[src/tcr_pkg.sv]
// constants, types and register map of the register bank
package tcr_pkg;

   // register word addresses
   localparam logic [15:0] ADDR_INT_PROBE  = 16'h0040;
   localparam logic [15:0] ADDR_EXT_PROBE  = 16'h0041;
   localparam logic [15:0] ADDR_MEAN       = 16'h0042;
   localparam logic [15:0] ADDR_CONDITION  = 16'h0043;
   localparam logic [15:0] ADDR_FAULT_A    = 16'h0044;
   localparam logic [15:0] ADDR_FAULT_B    = 16'h0045;
   localparam logic [15:0] ADDR_DRIVE_PCT  = 16'h0046;
   localparam logic [15:0] ADDR_OP_SELECT  = 16'h0050;
   localparam logic [15:0] ADDR_SETPOINT   = 16'h0051;
   localparam logic [15:0] ADDR_OFFSET     = 16'h0052;
   localparam logic [15:0] ADDR_PROP_BAND  = 16'h0053;
   localparam logic [15:0] ADDR_SPARE      = 16'h0054;
   localparam logic [15:0] ADDR_INT_TIME   = 16'h0055;
   localparam logic [15:0] ADDR_DER_TIME   = 16'h0056;
   localparam logic [15:0] ADDR_HEAT_CAP   = 16'h0057;
   localparam logic [15:0] ADDR_COOL_CAP   = 16'h0058;

   // unit_condition bit positions
   localparam int COND_RUN_BIT   = 0;
   localparam int COND_ALARM_BIT = 1;
   localparam int COND_WARN_BIT  = 2;

   // fault_word_a bit positions
   localparam int FA_SYS_ONE_BIT   = 1;
   localparam int FA_SYS_TWO_BIT   = 2;
   localparam int FA_BACKUP_BIT    = 3;
   localparam int FA_DC_SUPPLY_BIT = 11;
   localparam int FA_OVERTEMP_BIT  = 12;
   localparam int FA_UNDERTEMP_BIT = 13;
   localparam int FA_THERMO_BIT    = 14;
   localparam int FA_DRIVE_BIT     = 15;

   // fault_word_b bit positions
   localparam int FB_LOW_FLOW_BIT  = 0;
   localparam int FB_INNER_OPEN_BIT = 1;
   localparam int FB_OUTER_OPEN_BIT = 2;
   localparam int FB_AUTOTUNE_BIT  = 3;
   localparam int FB_LOW_LEVEL_BIT = 4;
   localparam int FB_WARN_HI_BIT   = 12;
   localparam int FB_WARN_LO_BIT   = 13;

   // ranges, signed, 0.01 degC / 1 s / 1 % per lsb
   localparam logic signed [15:0] PROBE_MIN = 16'shfc22;
   localparam logic signed [15:0] PROBE_MAX = 16'sh1f40;
   localparam logic signed [15:0] RATIO_MIN = 16'shff9c;
   localparam logic signed [15:0] RATIO_MAX = 16'sh0064;
   localparam logic signed [15:0] SETPT_MIN = 16'sh03e8;
   localparam logic signed [15:0] SETPT_MAX = 16'sh1770;
   localparam logic signed [15:0] OFS_MIN   = 16'shfc19;
   localparam logic signed [15:0] OFS_MAX   = 16'sh03e7;
   localparam logic signed [15:0] PB_MIN    = 16'sh001e;
   localparam logic signed [15:0] PB_MAX    = 16'sh03de;
   localparam logic signed [15:0] ITIME_MIN = 16'sh0001;
   localparam logic signed [15:0] ITIME_MAX = 16'sh03e7;
   localparam logic signed [15:0] DTIME_MIN = 16'sh0000;
   localparam logic signed [15:0] DTIME_MAX = 16'sh2706;
   localparam logic signed [15:0] HEAT_MIN  = 16'sh0000;
   localparam logic signed [15:0] HEAT_MAX  = 16'sh0064;
   localparam logic signed [15:0] COOL_MIN  = 16'shff9c;
   localparam logic signed [15:0] COOL_MAX  = 16'sh0000;

   // reset values of the writable words
   localparam logic signed [15:0] SETPT_RST = 16'sh03e8;
   localparam logic signed [15:0] OFS_RST   = 16'sh0000;
   localparam logic signed [15:0] PB_RST    = 16'sh001e;
   localparam logic signed [15:0] ITIME_RST = 16'sh0001;
   localparam logic signed [15:0] DTIME_RST = 16'sh0000;
   localparam logic signed [15:0] HEAT_RST  = 16'sh0064;
   localparam logic signed [15:0] COOL_RST  = 16'shff9c;

   // negative answer fields
   localparam logic [7:0] FUNC_EXC_OFS = 8'h80;
   localparam logic [7:0] ERR_ADDRESS  = 8'h02;
   localparam logic [7:0] ERR_DATA     = 8'h03;

   // operation modes, low three bits of operation_select
   typedef enum logic [2:0] {
      MODE_PUMP_STOP = 3'h0,
      MODE_RUN       = 3'h1,
      MODE_AUTOTUNE  = 3'h2,
      MODE_LEARN     = 3'h3,
      MODE_EXT_TUNE  = 3'h4
   } tcr_mode_t;

   // answer sequencer, gray along idle -> answer
   typedef enum logic [1:0] {
      ST_IDLE   = 2'b00,
      ST_ANSWER = 2'b01
   } tcr_state_t;

   // one decoded register access from the serial framer
   typedef struct packed {
      logic        write;
      logic [7:0]  func;
      logic [15:0] addr;
      logic [15:0] wdata;
   } tcr_req_t;

   // answer to one access
   typedef struct packed {
      logic        exc;
      logic [7:0]  func;
      logic [7:0]  code;
      logic [15:0] rdata;
   } tcr_rsp_t;

   // fault and warning inputs, one bit each
   typedef struct packed {
      logic limit_warning_lo;
      logic limit_warning_hi;
      logic low_level_fault;
      logic autotune_fault;
      logic outer_probe_open;
      logic inner_probe_open;
      logic low_flow_fault;
      logic drive_abnormal;
      logic thermostat_trip;
      logic inner_probe_undertemp;
      logic inner_probe_overtemp;
      logic dc_supply_fault;
      logic backup_store_fault;
      logic system_fault_two;
      logic system_fault_one;
   } tcr_faults_t;

   // measured values from the control core
   typedef struct packed {
      logic signed [15:0] int_probe;
      logic signed [15:0] ext_probe;
      logic signed [15:0] mean;
      logic signed [15:0] drive_pct;
   } tcr_meas_t;

   // settings handed to the control core
   typedef struct packed {
      tcr_mode_t          mode;
      logic signed [15:0] setpoint;
      logic signed [15:0] offset;
      logic signed [15:0] prop_band;
      logic signed [15:0] int_time;
      logic signed [15:0] der_time;
      logic signed [15:0] heat_cap;
      logic signed [15:0] cool_cap;
   } tcr_cfg_t;

endpackage : tcr_pkg

[src/tcr_clamp.sv]
// signed saturation of a 16-bit word into an inclusive range
`timescale 1ns/1ps
module tcr_clamp (
   // value and limits
   input  wire logic signed [15:0] val_i,
   input  wire logic signed [15:0] lo_i,
   input  wire logic signed [15:0] hi_i,
   // limited value
   output logic signed      [15:0] val_o
);

   // above range takes the upper limit, below takes the lower
   always_comb begin
      if (val_i > hi_i) begin
         val_o = hi_i;
      end else if (val_i < lo_i) begin
         val_o = lo_i;
      end else begin
         val_o = val_i;
      end
   end

endmodule : tcr_clamp

[src/tcr_regmap.sv]
// holding-register bank of the temperature controller
// How it works
// RQ1: status bit 0 is 1 while running, 0 while stopped.
// RQ2: status bit 1 is 1 while any alarm is active.
// RQ3: status bit 2 is 1 while a warning is active; bits 3-15 zero.
// RQ4: fault word a bits 1,2,3 report system faults and backup fault.
// RQ5: fault word a bit 11 shows the dc supply fault.
// RQ6: fault word a bits 12,13 show inner probe over and under temperature.
// RQ7: fault word a bits 14,15 show thermostat trip and abnormal drive.
// RQ8: fault word b bits 0,1,2 show low flow and probe disconnections.
// RQ9: fault word b bits 3,4 show autotune and low level faults.
// RQ10: fault word b bits 12,13 show upper and lower limit warnings.
// RQ11: drive percentage is signed whole percent, -100 to +100.
// RQ12: setpoint, band and derivative time keep two decimal places.
// RQ13: temperatures are signed 16-bit in 0.01 degC, held within range.
// RQ14: unused bits read zero; the spare word takes no setting.
// RQ15: operation_select low three bits pick one of five modes.
// RQ16: setpoint writes beyond the range take the nearest limit.
// RQ17: an address outside the map answers with error code 02.
// RQ18: a negative answer carries function code plus 80h.
`timescale 1ns/1ps
module tcr_regmap
   import tcr_pkg::*;
(
   // clock and reset
   input  wire logic             mclk_i,
   input  wire logic             sys_rst_i,
   // decoded access from the framer
   input  wire logic             req_valid_i,
   input  wire tcr_pkg::tcr_req_t req_i,
   // answer to the framer
   output logic                  rsp_valid_o,
   output tcr_pkg::tcr_rsp_t     rsp_o,
   // measurements from the control core
   input  wire tcr_pkg::tcr_meas_t meas_i,
   // fault pins, asynchronous
   input  wire tcr_pkg::tcr_faults_t fault_pins_i,
   // settings to the control core
   output tcr_pkg::tcr_cfg_t     cfg_o,
   output logic                  running_o
);

   import tcr_pkg::*;

   tcr_state_t         state_q;
   tcr_state_t         state_d;
   tcr_rsp_t           rsp_q;
   tcr_faults_t        faults;
   logic               take;
   logic               hit;
   logic               writable;
   logic               bad_data;
   logic               exc;
   logic [7:0]         code;
   logic [15:0]        rdata;
   logic               wr_en;
   logic [15:0]        cond_word;
   logic [15:0]        fault_a_word;
   logic [15:0]        fault_b_word;
   logic               any_alarm;
   logic               any_warn;
   tcr_mode_t          mode_q;
   logic signed [15:0] setpt_q;
   logic signed [15:0] ofs_q;
   logic signed [15:0] pb_q;
   logic signed [15:0] itime_q;
   logic signed [15:0] dtime_q;
   logic signed [15:0] heat_q;
   logic signed [15:0] cool_q;
   logic signed [15:0] int_probe_q;
   logic signed [15:0] ext_probe_q;
   logic signed [15:0] mean_q;
   logic signed [15:0] ratio_q;
   logic signed [15:0] int_probe_c;
   logic signed [15:0] ext_probe_c;
   logic signed [15:0] mean_c;
   logic signed [15:0] ratio_c;
   logic signed [15:0] setpt_c, ofs_c, pb_c, itime_c;
   logic signed [15:0] dtime_c, heat_c, cool_c;

   // fault pins come from other boards, so filter them into this clock
   tcr_sync3 #(
      .W($bits(tcr_faults_t))
   ) u_fault_sync (
      .mclk_i    (mclk_i),
      .sys_rst_i (sys_rst_i),
      .async_i   (fault_pins_i),
      .level_o   (faults)
   );

   // measured words saturate so a wild core value stays in range
   tcr_clamp u_int_probe (
      .val_i (meas_i.int_probe),
      .lo_i  (PROBE_MIN),
      .hi_i  (PROBE_MAX),
      .val_o (int_probe_c)
   );
   tcr_clamp u_ext_probe (
      .val_i (meas_i.ext_probe),
      .lo_i  (PROBE_MIN),
      .hi_i  (PROBE_MAX),
      .val_o (ext_probe_c)
   );
   tcr_clamp u_mean (
      .val_i (meas_i.mean),
      .lo_i  (PROBE_MIN),
      .hi_i  (PROBE_MAX),
      .val_o (mean_c)
   );
   tcr_clamp u_ratio (
      .val_i (meas_i.drive_pct),
      .lo_i  (RATIO_MIN),
      .hi_i  (RATIO_MAX),
      .val_o (ratio_c)
   );

   // written words saturate to their range
   tcr_clamp u_setpt (.val_i(req_i.wdata), .lo_i(SETPT_MIN), .hi_i(SETPT_MAX), .val_o(setpt_c));
   tcr_clamp u_ofs (.val_i(req_i.wdata), .lo_i(OFS_MIN), .hi_i(OFS_MAX), .val_o(ofs_c));
   tcr_clamp u_pb (.val_i(req_i.wdata), .lo_i(PB_MIN), .hi_i(PB_MAX), .val_o(pb_c));
   tcr_clamp u_itime (.val_i(req_i.wdata), .lo_i(ITIME_MIN), .hi_i(ITIME_MAX), .val_o(itime_c));
   tcr_clamp u_dtime (.val_i(req_i.wdata), .lo_i(DTIME_MIN), .hi_i(DTIME_MAX), .val_o(dtime_c));
   tcr_clamp u_heat (.val_i(req_i.wdata), .lo_i(HEAT_MIN), .hi_i(HEAT_MAX), .val_o(heat_c));
   tcr_clamp u_cool (.val_i(req_i.wdata), .lo_i(COOL_MIN), .hi_i(COOL_MAX), .val_o(cool_c));

   // measurement sampling, one cycle behind the core
   always_ff @(posedge mclk_i) begin
      if (sys_rst_i) begin
         int_probe_q <= '0;
         ext_probe_q <= '0;
         mean_q      <= '0;
         ratio_q     <= '0;
      end else begin
         int_probe_q <= int_probe_c;                           // [RQ13]
         ext_probe_q <= ext_probe_c;                           // [RQ13]
         mean_q      <= mean_c;                                // [RQ13]
         ratio_q     <= ratio_c;                               // [RQ11]
      end
   end

   // fault word a, gaps tied low
   always_comb begin
      fault_a_word                   = '0;                     // [RQ14]
      fault_a_word[FA_SYS_ONE_BIT]   = faults.system_fault_one;      // [RQ4]
      fault_a_word[FA_SYS_TWO_BIT]   = faults.system_fault_two;      // [RQ4]
      fault_a_word[FA_BACKUP_BIT]    = faults.backup_store_fault;    // [RQ4]
      fault_a_word[FA_DC_SUPPLY_BIT] = faults.dc_supply_fault;       // [RQ5]
      fault_a_word[FA_OVERTEMP_BIT]  = faults.inner_probe_overtemp;  // [RQ6]
      fault_a_word[FA_UNDERTEMP_BIT] = faults.inner_probe_undertemp; // [RQ6]
      fault_a_word[FA_THERMO_BIT]    = faults.thermostat_trip;       // [RQ7]
      fault_a_word[FA_DRIVE_BIT]     = faults.drive_abnormal;        // [RQ7]
   end

   // fault word b, gaps tied low
   always_comb begin
      fault_b_word                    = '0;                    // [RQ14]
      fault_b_word[FB_LOW_FLOW_BIT]   = faults.low_flow_fault;   // [RQ8]
      fault_b_word[FB_INNER_OPEN_BIT] = faults.inner_probe_open; // [RQ8]
      fault_b_word[FB_OUTER_OPEN_BIT] = faults.outer_probe_open; // [RQ8]
      fault_b_word[FB_AUTOTUNE_BIT]   = faults.autotune_fault;   // [RQ9]
      fault_b_word[FB_LOW_LEVEL_BIT]  = faults.low_level_fault;  // [RQ9]
      fault_b_word[FB_WARN_HI_BIT]    = faults.limit_warning_hi; // [RQ10]
      fault_b_word[FB_WARN_LO_BIT]    = faults.limit_warning_lo; // [RQ10]
   end

   // summary flags; warnings stay out of the alarm flag
   assign any_alarm = (|fault_a_word)
                    | faults.low_flow_fault | faults.inner_probe_open
                    | faults.outer_probe_open | faults.autotune_fault
                    | faults.low_level_fault;
   assign any_warn  = faults.limit_warning_hi | faults.limit_warning_lo;
   assign running_o = (mode_q != MODE_PUMP_STOP);

   // unit condition word
   always_comb begin
      cond_word                 = '0;                          // [RQ3] [RQ14]
      cond_word[COND_RUN_BIT]   = running_o;                   // [RQ1]
      cond_word[COND_ALARM_BIT] = any_alarm;                   // [RQ2]
      cond_word[COND_WARN_BIT]  = any_warn;                    // [RQ3]
   end

   // address decode and read data
   always_comb begin
      hit      = 1'b1;
      writable = 1'b0;
      rdata    = '0;
      if (req_i.addr == ADDR_INT_PROBE) begin
         rdata = int_probe_q;
      end else if (req_i.addr == ADDR_EXT_PROBE) begin
         rdata = ext_probe_q;
      end else if (req_i.addr == ADDR_MEAN) begin
         rdata = mean_q;
      end else if (req_i.addr == ADDR_CONDITION) begin
         rdata = cond_word;
      end else if (req_i.addr == ADDR_FAULT_A) begin
         rdata = fault_a_word;
      end else if (req_i.addr == ADDR_FAULT_B) begin
         rdata = fault_b_word;
      end else if (req_i.addr == ADDR_DRIVE_PCT) begin
         rdata = ratio_q;
      end else if (req_i.addr == ADDR_OP_SELECT) begin
         writable   = 1'b1;
         rdata[2:0] = mode_q;                                  // [RQ15]
      end else if (req_i.addr == ADDR_SETPOINT) begin
         writable = 1'b1;
         rdata    = setpt_q;
      end else if (req_i.addr == ADDR_OFFSET) begin
         writable = 1'b1;
         rdata    = ofs_q;
      end else if (req_i.addr == ADDR_PROP_BAND) begin
         writable = 1'b1;
         rdata    = pb_q;
      end else if (req_i.addr == ADDR_SPARE) begin
         writable = 1'b1;                                      // [RQ14]
      end else if (req_i.addr == ADDR_INT_TIME) begin
         writable = 1'b1;
         rdata    = itime_q;
      end else if (req_i.addr == ADDR_DER_TIME) begin
         writable = 1'b1;
         rdata    = dtime_q;
      end else if (req_i.addr == ADDR_HEAT_CAP) begin
         writable = 1'b1;
         rdata    = heat_q;
      end else if (req_i.addr == ADDR_COOL_CAP) begin
         writable = 1'b1;
         rdata    = cool_q;
      end else begin
         hit = 1'b0;                                           // [RQ17]
      end
   end

   // a mode code above the five defined is bad data
   assign bad_data = (req_i.addr == ADDR_OP_SELECT)
                   && ((req_i.wdata[15:3] != '0) || (req_i.wdata[2:0] > MODE_EXT_TUNE));

   // error choice: address first, then data
   always_comb begin
      exc  = 1'b0;
      code = '0;
      if (!hit || (req_i.write && !writable)) begin
         exc  = 1'b1;
         code = ERR_ADDRESS;                                   // [RQ17]
      end else if (req_i.write && bad_data) begin
         exc  = 1'b1;
         code = ERR_DATA;
      end
   end

   // every access is taken; the framer sends one at a time
   assign take  = req_valid_i;
   assign wr_en = take && req_i.write && !exc;

   // operation mode
   always_ff @(posedge mclk_i) begin
      if (sys_rst_i) begin
         mode_q <= MODE_PUMP_STOP;
      end else if (wr_en && req_i.addr == ADDR_OP_SELECT) begin
         mode_q <= tcr_mode_t'(req_i.wdata[2:0]);              // [RQ15]
      end
   end

   // temperature words; lsb is 0.01 degC so two decimals are exact
   always_ff @(posedge mclk_i) begin
      if (sys_rst_i) begin
         setpt_q <= SETPT_RST;
         ofs_q   <= OFS_RST;
         pb_q    <= PB_RST;
      end else if (wr_en) begin
         if (req_i.addr == ADDR_SETPOINT) begin
            setpt_q <= setpt_c;                                // [RQ16] [RQ12] [RQ13]
         end
         if (req_i.addr == ADDR_OFFSET) begin
            ofs_q <= ofs_c;                                    // [RQ13]
         end
         if (req_i.addr == ADDR_PROP_BAND) begin
            pb_q <= pb_c;                                      // [RQ12]
         end
      end
   end

   // tuning times and drive caps
   always_ff @(posedge mclk_i) begin
      if (sys_rst_i) begin
         itime_q <= ITIME_RST;
         dtime_q <= DTIME_RST;
         heat_q  <= HEAT_RST;
         cool_q  <= COOL_RST;
      end else if (wr_en) begin
         if (req_i.addr == ADDR_INT_TIME) begin
            itime_q <= itime_c;
         end
         if (req_i.addr == ADDR_DER_TIME) begin
            dtime_q <= dtime_c;                                // [RQ12]
         end
         if (req_i.addr == ADDR_HEAT_CAP) begin
            heat_q <= heat_c;
         end
         if (req_i.addr == ADDR_COOL_CAP) begin
            cool_q <= cool_c;
         end
      end
   end

   // answer sequencer: one answer cycle per taken access
   always_comb begin
      case (state_q)
         ST_IDLE:   state_d = take ? ST_ANSWER : ST_IDLE;
         ST_ANSWER: state_d = take ? ST_ANSWER : ST_IDLE;
         default:   state_d = ST_IDLE;
      endcase
   end

   always_ff @(posedge mclk_i) begin
      if (sys_rst_i) begin
         state_q <= ST_IDLE;
      end else begin
         state_q <= state_d;
      end
   end

   // answer contents; a write returns the word as it stood before
   always_ff @(posedge mclk_i) begin
      if (sys_rst_i) begin
         rsp_q <= '0;
      end else if (take) begin
         rsp_q.exc   <= exc;
         rsp_q.code  <= code;
         rsp_q.func  <= exc ? 8'(req_i.func + FUNC_EXC_OFS) : req_i.func;  // [RQ18]
         rsp_q.rdata <= exc ? '0 : rdata;
      end
   end

   assign rsp_valid_o = (state_q == ST_ANSWER);
   assign rsp_o       = rsp_q;

   // settings out to the control core
   assign cfg_o.mode      = mode_q;
   assign cfg_o.setpoint  = setpt_q;
   assign cfg_o.offset    = ofs_q;
   assign cfg_o.prop_band = pb_q;
   assign cfg_o.int_time  = itime_q;
   assign cfg_o.der_time  = dtime_q;
   assign cfg_o.heat_cap  = heat_q;
   assign cfg_o.cool_cap  = cool_q;

endmodule : tcr_regmap

[src/tcr_sync3.sv]
// three-stage synchroniser, change taken once stages two and three agree
`timescale 1ns/1ps
module tcr_sync3 #(
   parameter int W = 1
) (
   // clock and reset
   input  wire logic         mclk_i,
   input  wire logic         sys_rst_i,
   // asynchronous levels in, filtered levels out
   input  wire logic [W-1:0] async_i,
   output logic      [W-1:0] level_o
);

   logic [W-1:0] s1_q;
   logic [W-1:0] s2_q;
   logic [W-1:0] s3_q;

   // stage one feeds only stage two
   always_ff @(posedge mclk_i) begin
      if (sys_rst_i) begin
         s1_q <= '0;
         s2_q <= '0;
         s3_q <= '0;
      end else begin
         s1_q <= async_i;
         s2_q <= s1_q;
         s3_q <= s2_q;
      end
   end

   // per bit, take the value only when the last two stages agree
   always_ff @(posedge mclk_i) begin
      if (sys_rst_i) begin
         level_o <= '0;
      end else begin
         level_o <= (s2_q & s3_q) | (level_o & (s2_q | s3_q));
      end
   end

endmodule : tcr_sync3

[config.mk]
export PLATFORM = sky130hd
export DESIGN_NAME = tcr_regmap
export DESIGN_NICKNAME = d
export VERILOG_FILES = /design/src/tcr_pkg.sv /design/src/tcr_clamp.sv /design/src/tcr_regmap.sv /design/src/tcr_sync3.sv
export SDC_FILE = /design/constraint.sdc
export NUM_CORES = 1
export LEC_CHECK = 0
export BUFFER_PORTS_ARGS = -buffer_cell sky130_fd_sc_hd__buf_2
export CORE_MARGIN = 2
export CORE_UTILIZATION = 40
export DETAILED_ROUTE_END_ITERATION = 8
export GPL_TIMING_DRIVEN = 0
export PLACE_DENSITY_LB_ADDON = 0.3
export SLEW_MARGIN = 30
export SYNTH_ARGS = -nofsm -noshare
export SYNTH_HDL_FRONTEND = slang
export SYNTH_SLANG_ARGS = --single-unit
export TNS_END_PERCENT = 10
[constraint.sdc]
create_clock -name mclk_i -period 2.4 [get_ports mclk_i]
set_clock_uncertainty 0.2 [all_clocks]
set_input_delay 0 -clock mclk_i [delete_from_list [all_inputs] [get_ports mclk_i]]
set_output_delay 0 -clock mclk_i [all_outputs]
set_load 0.03 [all_outputs]
# After elaboration in Yosys (flattened, before gate mapping)
# Index checks and enable logic that the tools add are counted.
# word_totals
register_bits	274
input_bits	123
out_inout_bits	150
wordCells	179
# op_classes
n_addsub	1
order_cmp	21
eq_ne	17
n_mux	68
bitwise_logic	11
reduce_logical	32
# op_table
cell	count
$mux W16	33
$eq A16 B7 Y1 const B	16
$lt A16 B11 Y1 const B	5
$gt A16 B14 Y1 const B	4
$mux W13	4
$gt A16 B11 Y1 const B	2
$gt A16 B8 Y1 const B	2
$lt A16 B8 Y1 const B	2
$and A15 B15 Y15	2
$or A15 B15 Y15	2
$mux W1	26
$gt A16 B1 Y1 const B	1
$gt A16 B15 Y1 const B	1
$lt A16 B1 Y1 const B	1
$lt A16 B2 Y1 const B	1
$lt A16 B6 Y1 const B	1
$reduce_and A2 Y1	7
$reduce_bool A13 Y1	1
$reduce_or A2 Y1	6
$reduce_or A3 Y1	4
$add A8 B8 Y8 const B	1
$mux W8	1
$reduce_or A8 Y1	1
$mux W7	1
11 further kinds	25

# Depth between registers and ports, before layout
# logic_depth
depth_word	24
mapped_depth	10
mapped_depth_nobuf	7

# By module
# A second synthesis with hierarchy kept.
# hier_totals
hier_cells	3295
area_unflattened_um2	24672.4
# modules_own_cells
mod	instances	cells_each	area_per_inst_um2	seq_area_each_um2
tcr_clamp	11	184	1229.9	0.0
tcr_regmap	1	1115	9424.0	4124.0
tcr_sync3	1	156	1719.1	1201.2

# Worst setup path after synthesis
# No wires, ideal clock.
# synth_path
kind	input port to flip-flop
startpoint	in req_i[25] (netlist bit)
endpoint	reg ofs_q[15]
setup_time_ps	70
arrival_ps	2136
required_time_ps	2130
setup_slack_ps	-7
stages	8
n_path_buf	2
path_cell_list	or4_4 > buf_4 > nor4_4 > nand2_2 > or3_1 > buf_2 > or3_1 > a21oi_1
# synth_between
elab_chain_cells	24
word_cells_on_any_way	50
classes_between	eq/ne: 16; mux: 25; reduce/logical: 9
# synth_lines
element	line_no	source
start: declaration	tcr_regmap.sv:30	input wire tcr_pkg::tcr_req_t req_i,
$eq A16 B7 Y1	tcr_regmap.sv:224	end else if (req_i.addr == ADDR_COOL_CAP) begin
$mux W1	tcr_regmap.sv:224	
$mux W1	tcr_regmap.sv:221	end else if (req_i.addr == ADDR_HEAT_CAP) begin
$mux W1	tcr_regmap.sv:218	end else if (req_i.addr == ADDR_DER_TIME) begin
$mux W1	tcr_regmap.sv:215	end else if (req_i.addr == ADDR_INT_TIME) begin
$mux W1	tcr_regmap.sv:213	end else if (req_i.addr == ADDR_SPARE) begin
$mux W1	tcr_regmap.sv:210	end else if (req_i.addr == ADDR_PROP_BAND) begin
$mux W1	tcr_regmap.sv:207	end else if (req_i.addr == ADDR_OFFSET) begin
(+8 left out)	n/a	
$mux W1	tcr_regmap.sv:187	if (req_i.addr == ADDR_INT_PROBE) begin
$logic_not A1 Y1	tcr_regmap.sv:240	if (!hit || (req_i.write && !writable)) begin
$logic_and A1 B1 Y1	tcr_regmap.sv:240	
$logic_or A1 B1 Y1	tcr_regmap.sv:240	
$mux W1	tcr_regmap.sv:240	
$logic_not A1 Y1	tcr_regmap.sv:251	assign wr_en = take && req_i.write && !exc;
$logic_and A1 B1 Y1	tcr_regmap.sv:251	
$reduce_and A2 Y1 (no source line) (*)	n/a	
end signal: assignment	tcr_regmap.sv:273	ofs_q <= ofs_c;
end: declaration	tcr_regmap.sv:64	logic signed [15:0] ofs_q;
# Mark *: on every way between the ends. The rest lies on a longest branch, timed or not.
# A chain may end at the register's enable or synchronous reset.

# Final worst setup path
# layout_path
startpoint	in req_i[29] (netlist bit)
endpoint	reg itime_q[10]
# layout_between
elab_chain_cells	24
word_cells_on_any_way	50
classes_between	eq/ne: 16; mux: 25; reduce/logical: 9
# layout_lines
element	line_no	source
$eq A16 B7 Y1	tcr_regmap.sv:224	
$mux W1	tcr_regmap.sv:224	
$mux W1	tcr_regmap.sv:221	
$mux W1	tcr_regmap.sv:218	
$mux W1	tcr_regmap.sv:215	
$mux W1	tcr_regmap.sv:213	
$mux W1	tcr_regmap.sv:210	
$mux W1	tcr_regmap.sv:207	
(+8 left out)	n/a	
$mux W1	tcr_regmap.sv:187	
$logic_not A1 Y1	tcr_regmap.sv:240	
$logic_and A1 B1 Y1	tcr_regmap.sv:240	
$logic_or A1 B1 Y1	tcr_regmap.sv:240	
$mux W1	tcr_regmap.sv:240	
$logic_not A1 Y1	tcr_regmap.sv:251	
$logic_and A1 B1 Y1	tcr_regmap.sv:251	
$reduce_and A2 Y1 (no source line) (*)	n/a	
end signal: assignment	tcr_regmap.sv:290	itime_q <= itime_c;
end: declaration	tcr_regmap.sv:66	logic signed [15:0] itime_q;
# Marks and branches as above.

==> flow_metrics.tcl <==
set metrics [dict create \
    run_status "finished with violations" \
    failing_checks "hold timing, setup timing" \
    routedLengthMet1_mm 21.5 \
    synth_enable_flop_cells 0 \
    slew-limit-headroom 0.388 \
    setup_viol 20 \
    top_fanout_value_on_the_critical_path 10 \
    worst-r2r-cell-count 6 \
    gp_congestion 1.02 \
    rr_endpoint "rsp_o[0]$_SDFFE_PP0P_" \
    top_layer "met5" \
    fin_area_um2 16500 \
    drv_slew 0 \
    cp-end-kind "flop" \
    r2r_setup_slack_ns 0.04 \
    cts_inserted_buffers 28 \
    antenna_violations_before_repair 1 \
    drc_errors 0 \
    gr_overflow_total 0 \
    clockRootBuffer "sky130_fd_sc_hd__clkbuf_16" \
    cts_tree "built" \
    share_of_cells_above_drive_strength_1 0.233 \
    antenna_cells_inserted 0 \
    cp-endpoint "itime_q[10]$_SDFFE_PP0P_" \
    ys.flop_type "sky130_fd_sc_hd__dfxtp_1" \
    hold_violations 11 \
    yosys-top-cells-area "sky130_fd_sc_hd__dfxtp_1 45%, sky130_fd_sc_hd__a21oi_1 5.9%, sky130_fd_sc_hd__nor2b_1 3.3%" \
    layout.filler_cells 2556 \
    via_count 13600 \
    final.min_clock_period_ns 2.48 \
    cts.sink_count 264 \
    dp.cells 2024 \
    clk-insertion-delay-late_ns 0.57 \
    cp.arrival_ns 2.76 \
    total_switching_power_mw 2.53 \
    coreArea_um2 28900 \
    placedInstanceArea_um2 13600 \
    clkTransAtPathRegs_ns 0.06 \
    multiInputGateArea_um2 6240 \
    synth_register_bits 264 \
    largest_net_degree_at_the_start_of_global_routing 15 \
    fin_crit_sh 1.03 \
    worst-setup-path-type "input port to flop" \
    finalWirelength_mm 54.5 \
    routed-wl-met3_mm 6.75 \
    synth.lib_cells_used.distinct 80 \
    average_routed_wire_per_standard_cell_um 24.3 \
    post_synth_instance_area_um2 11800 \
    final_critical_path_setup_slack_ns -0.0751 \
    critPathRequiredTime_ns 2.69 \
    hold_path_class "input port to flop" \
    yosysTopAreaCell "sky130_fd_sc_hd__dfxtp_1" \
    hold_ws_ns -0.0464 \
    synthArstFlopShare 0 \
    cp-startpoint "req_i[29]" \
    cell_internal_pwr_mw 7.49 \
    die_h_um 176 \
    synth_to_final_area_change_pct 39.8 \
    ios 273 \
    grt_setup_unrepaired "true" \
    layoutNonFillerInstCount 2242 \
    leakagePower_nw 6.69 \
    width_of_the_die_um 176 \
    global_route.usage.total 0.336 \
    grt_first_pass_wirelength_mm 78.4 \
    worst_pin_slew_ns 0.918 \
    start_util 0.409 \
    yosysSeqAreaShare 0.447 \
    swShare 0.253 \
    setup_total_negative_slack_ns -0.704 \
    dr.pass1.iters 6 \
    post_synth_inst_count 1376 \
    power.share.sequential 0.452 \
    combPwrFrac 0.103 \
    power.share.clock 0.444 \
    drt-initial-drc-count 1542 \
    vias_per_cell 6.05 \
    cts.htree.levels 1 \
    timing.rr.start "mode_q[0]$_SDFFE_PP0P_" \
    max_freq_mhz 404 \
    rows 62 \
    buffer_ports.inserted 257 \
    dpl.hpwl_mm 39.2 \
    max_cap_violations 0 \
    finish.net_count 1968 \
    floorplan.die_area_um2 31000 \
    max-vdd-ir-drop_mv 0.433 \
    first_global_vias 12600 \
    ant_nets 0 \
    syn_area_cell_um2 8.60 \
    ff_latch_area_um2 5290 \
    power_density_nw_per_um2 606 \
    critical_path.startpoint_type "input port" \
    synth.yosys.warnings 0 \
    max-clock-path-buffers 3 \
    dr_wl_met2_mm 23.5 \
    total_power_mw 10.0 \
    yosysTopAreaCellShare 0.447 \
]
stage by stage:
step / setup WS [ns] / util
floorplan: 0.0103 / -
global placement: -1.17 / 0.471
detailed placement: -1.24 / 0.472
CTS: 0.00765 / 0.563
global route: -0.157 / 0.571
finish: -0.0751 / 0.571
cells in the mapped netlist (all sizes together) (3+ instances only):
master   count
dfxtp      264
a21oi      139
nand2       95
nor2        89
clkbuf      77
o21ai       65
nand3       62
nor2b       62
buf         34
inv         34
nor3        34
nand4       32
nor4        31
and2        27
nand2b      27
a211oi      26
o21a        25
mux2i       17
and3        16
o211ai      15
or3         15
a211o       12
a221o       12
o221ai      11
a221oi      10
ha           9
o31ai        9
a31oi        8
o221a        8
a21o         7
a311oi       7
a32oi        7
a22o         6
or4          6
a2bb2oi      5
and3b        5
o2111ai      5
o211a        5
o22ai        5
and4         4
nor3b        4
or2          4
a2111oi      3
nor4bb       3
o311ai       3
logic make-up (layout without fill, tap and decap cells):
| logic type | count (synthesis) | in the layout | share of synthesized area |
|---|---|---|---|
| and+or+nand+nor | 524 | 524 | 0.241 |
| AOI/OAI and AO/OA | 415 | 415 | 0.236 |
| DFF | 264 | 264 | 0.447 |
| buffers and inverters | 145 | 620 | 0.0509 |
| muxes | 17 | 17 | 0.0144 |
| adders and majority gates | 9 | 9 | 0.00952 |
| other | 1 | 8 | 0.000317 |
| xor gates and xnor gates | 1 | 1 | 0.000740 |
worst min-delay path by stage:
stage	startpoint	endpoint	slack (ns)	cells after the start
global route	req_i[25]	rsp_o[9]$_SDFFE_PP0P_	-0.02	7
detailed placement	fault_pins_i[5]	u_fault_sync.s1_q[5]$_SDFF_PP0_	0.01	2
floorplan	meas_i[32]	ext_probe_q[0]$_SDFF_PP0_	-0.08	1
CTS	fault_pins_i[8]	u_fault_sync.s1_q[8]$_SDFF_PP0_	0.0008	3
global placement	fault_pins_i[0]	u_fault_sync.s1_q[0]$_SDFF_PP0_	0.01	2
finish	req_i[12]	pb_q[7]$_SDFFE_PP0P_	-0.05	7
worst max-delay path: stages:
cell	delay [ns]
sky130_fd_sc_hd__buf_2	0.12
sky130_fd_sc_hd__or4_1	0.58
sky130_fd_sc_hd__buf_2	0.23
sky130_fd_sc_hd__nor4_4	0.39
sky130_fd_sc_hd__buf_4	0.26
sky130_fd_sc_hd__nand3_2	0.23
sky130_fd_sc_hd__nor3_4	0.36
sky130_fd_sc_hd__clkbuf_4	0.28
sky130_fd_sc_hd__nand4_1	0.11
sky130_fd_sc_hd__a21oi_1	0.19
per-layer routing:
| layer | track usage | vias to the layer above |
|---|---|---|
| li1 | - | 5990 |
| met1 | 0.448 | 6381 |
| met2 | 0.511 | 983 |
| met3 | 0.0870 | 200 |
| met4 | 0.152 | 2 |
| met5 | 0 | - |
cell type report:
class / instances / area share
clock buffer: 38 / 0.0490
multi-input combinational: 974 / 0.377
clock inverter: 14 / 0.00848
inverter: 34 / 0.00772
buffer: 110 / 0.0302
timing repair buffer: 424 / 0.179
tap: 384 / 0.0291
sequential: 264 / 0.320
repair_timing:
item | CTS | global route
endpoints found under the setup margin | 126 | 118
resized for setup | 25 | 58
hold buffers | 157 | 1
setup buffers | 3 | 6
pin swaps | 2 | 7
endpoints found under the hold margin | 156 | 2
gates cloned | 0 | 0
state kept, by name, summed over array words and instances, names as in the netlist, 16 cells and up:
name         cells
pb_q            16
int_probe_q     16
rsp_o           26
itime_q         16
mean_q          16
ratio_q         16
cool_q          16
ext_probe_q     16
ofs_q           16
setpt_q         16
power by group through the flow:
stage                     combinational, mW  sequential [mW]  clock, mW
after floorplan                       0.392             4.62          0
after global placement                0.739             4.63          0
after detailed placement              0.744             4.63          0
after CTS                             0.961             4.53       4.46
after global routing                   1.09             4.54       4.64
final                                  1.04             4.53       4.45
cell usage in the layout, fill, tap and decap left out, drive strengths merged, types with 7 or more instances in the layout:
master	Yosys	layout
a311oi	7	7
nand3	62	62
a21oi	139	139
nand4	32	32
inv	34	34
conb	1	8
a21o	7	7
nor2	89	89
a31oi	8	8
o221a	8	8
nor4	31	31
a221o	12	12
dlygate4sd3	0	158
dfxtp	264	264
a211oi	26	26
a32oi	7	7
ha	9	9
mux2i	17	17
o31ai	9	9
nor2b	62	62
clkinv	0	7
o211ai	15	15
nand2b	27	27
buf	34	298
and3	16	16
nor3	34	34
and2	27	27
o21ai	65	65
a221oi	10	10
or3	15	15
a211o	12	12
o21a	25	25
clkbuf	77	116
o221ai	11	11
nand2	95	95
Power figures use the tool's default switching activity.
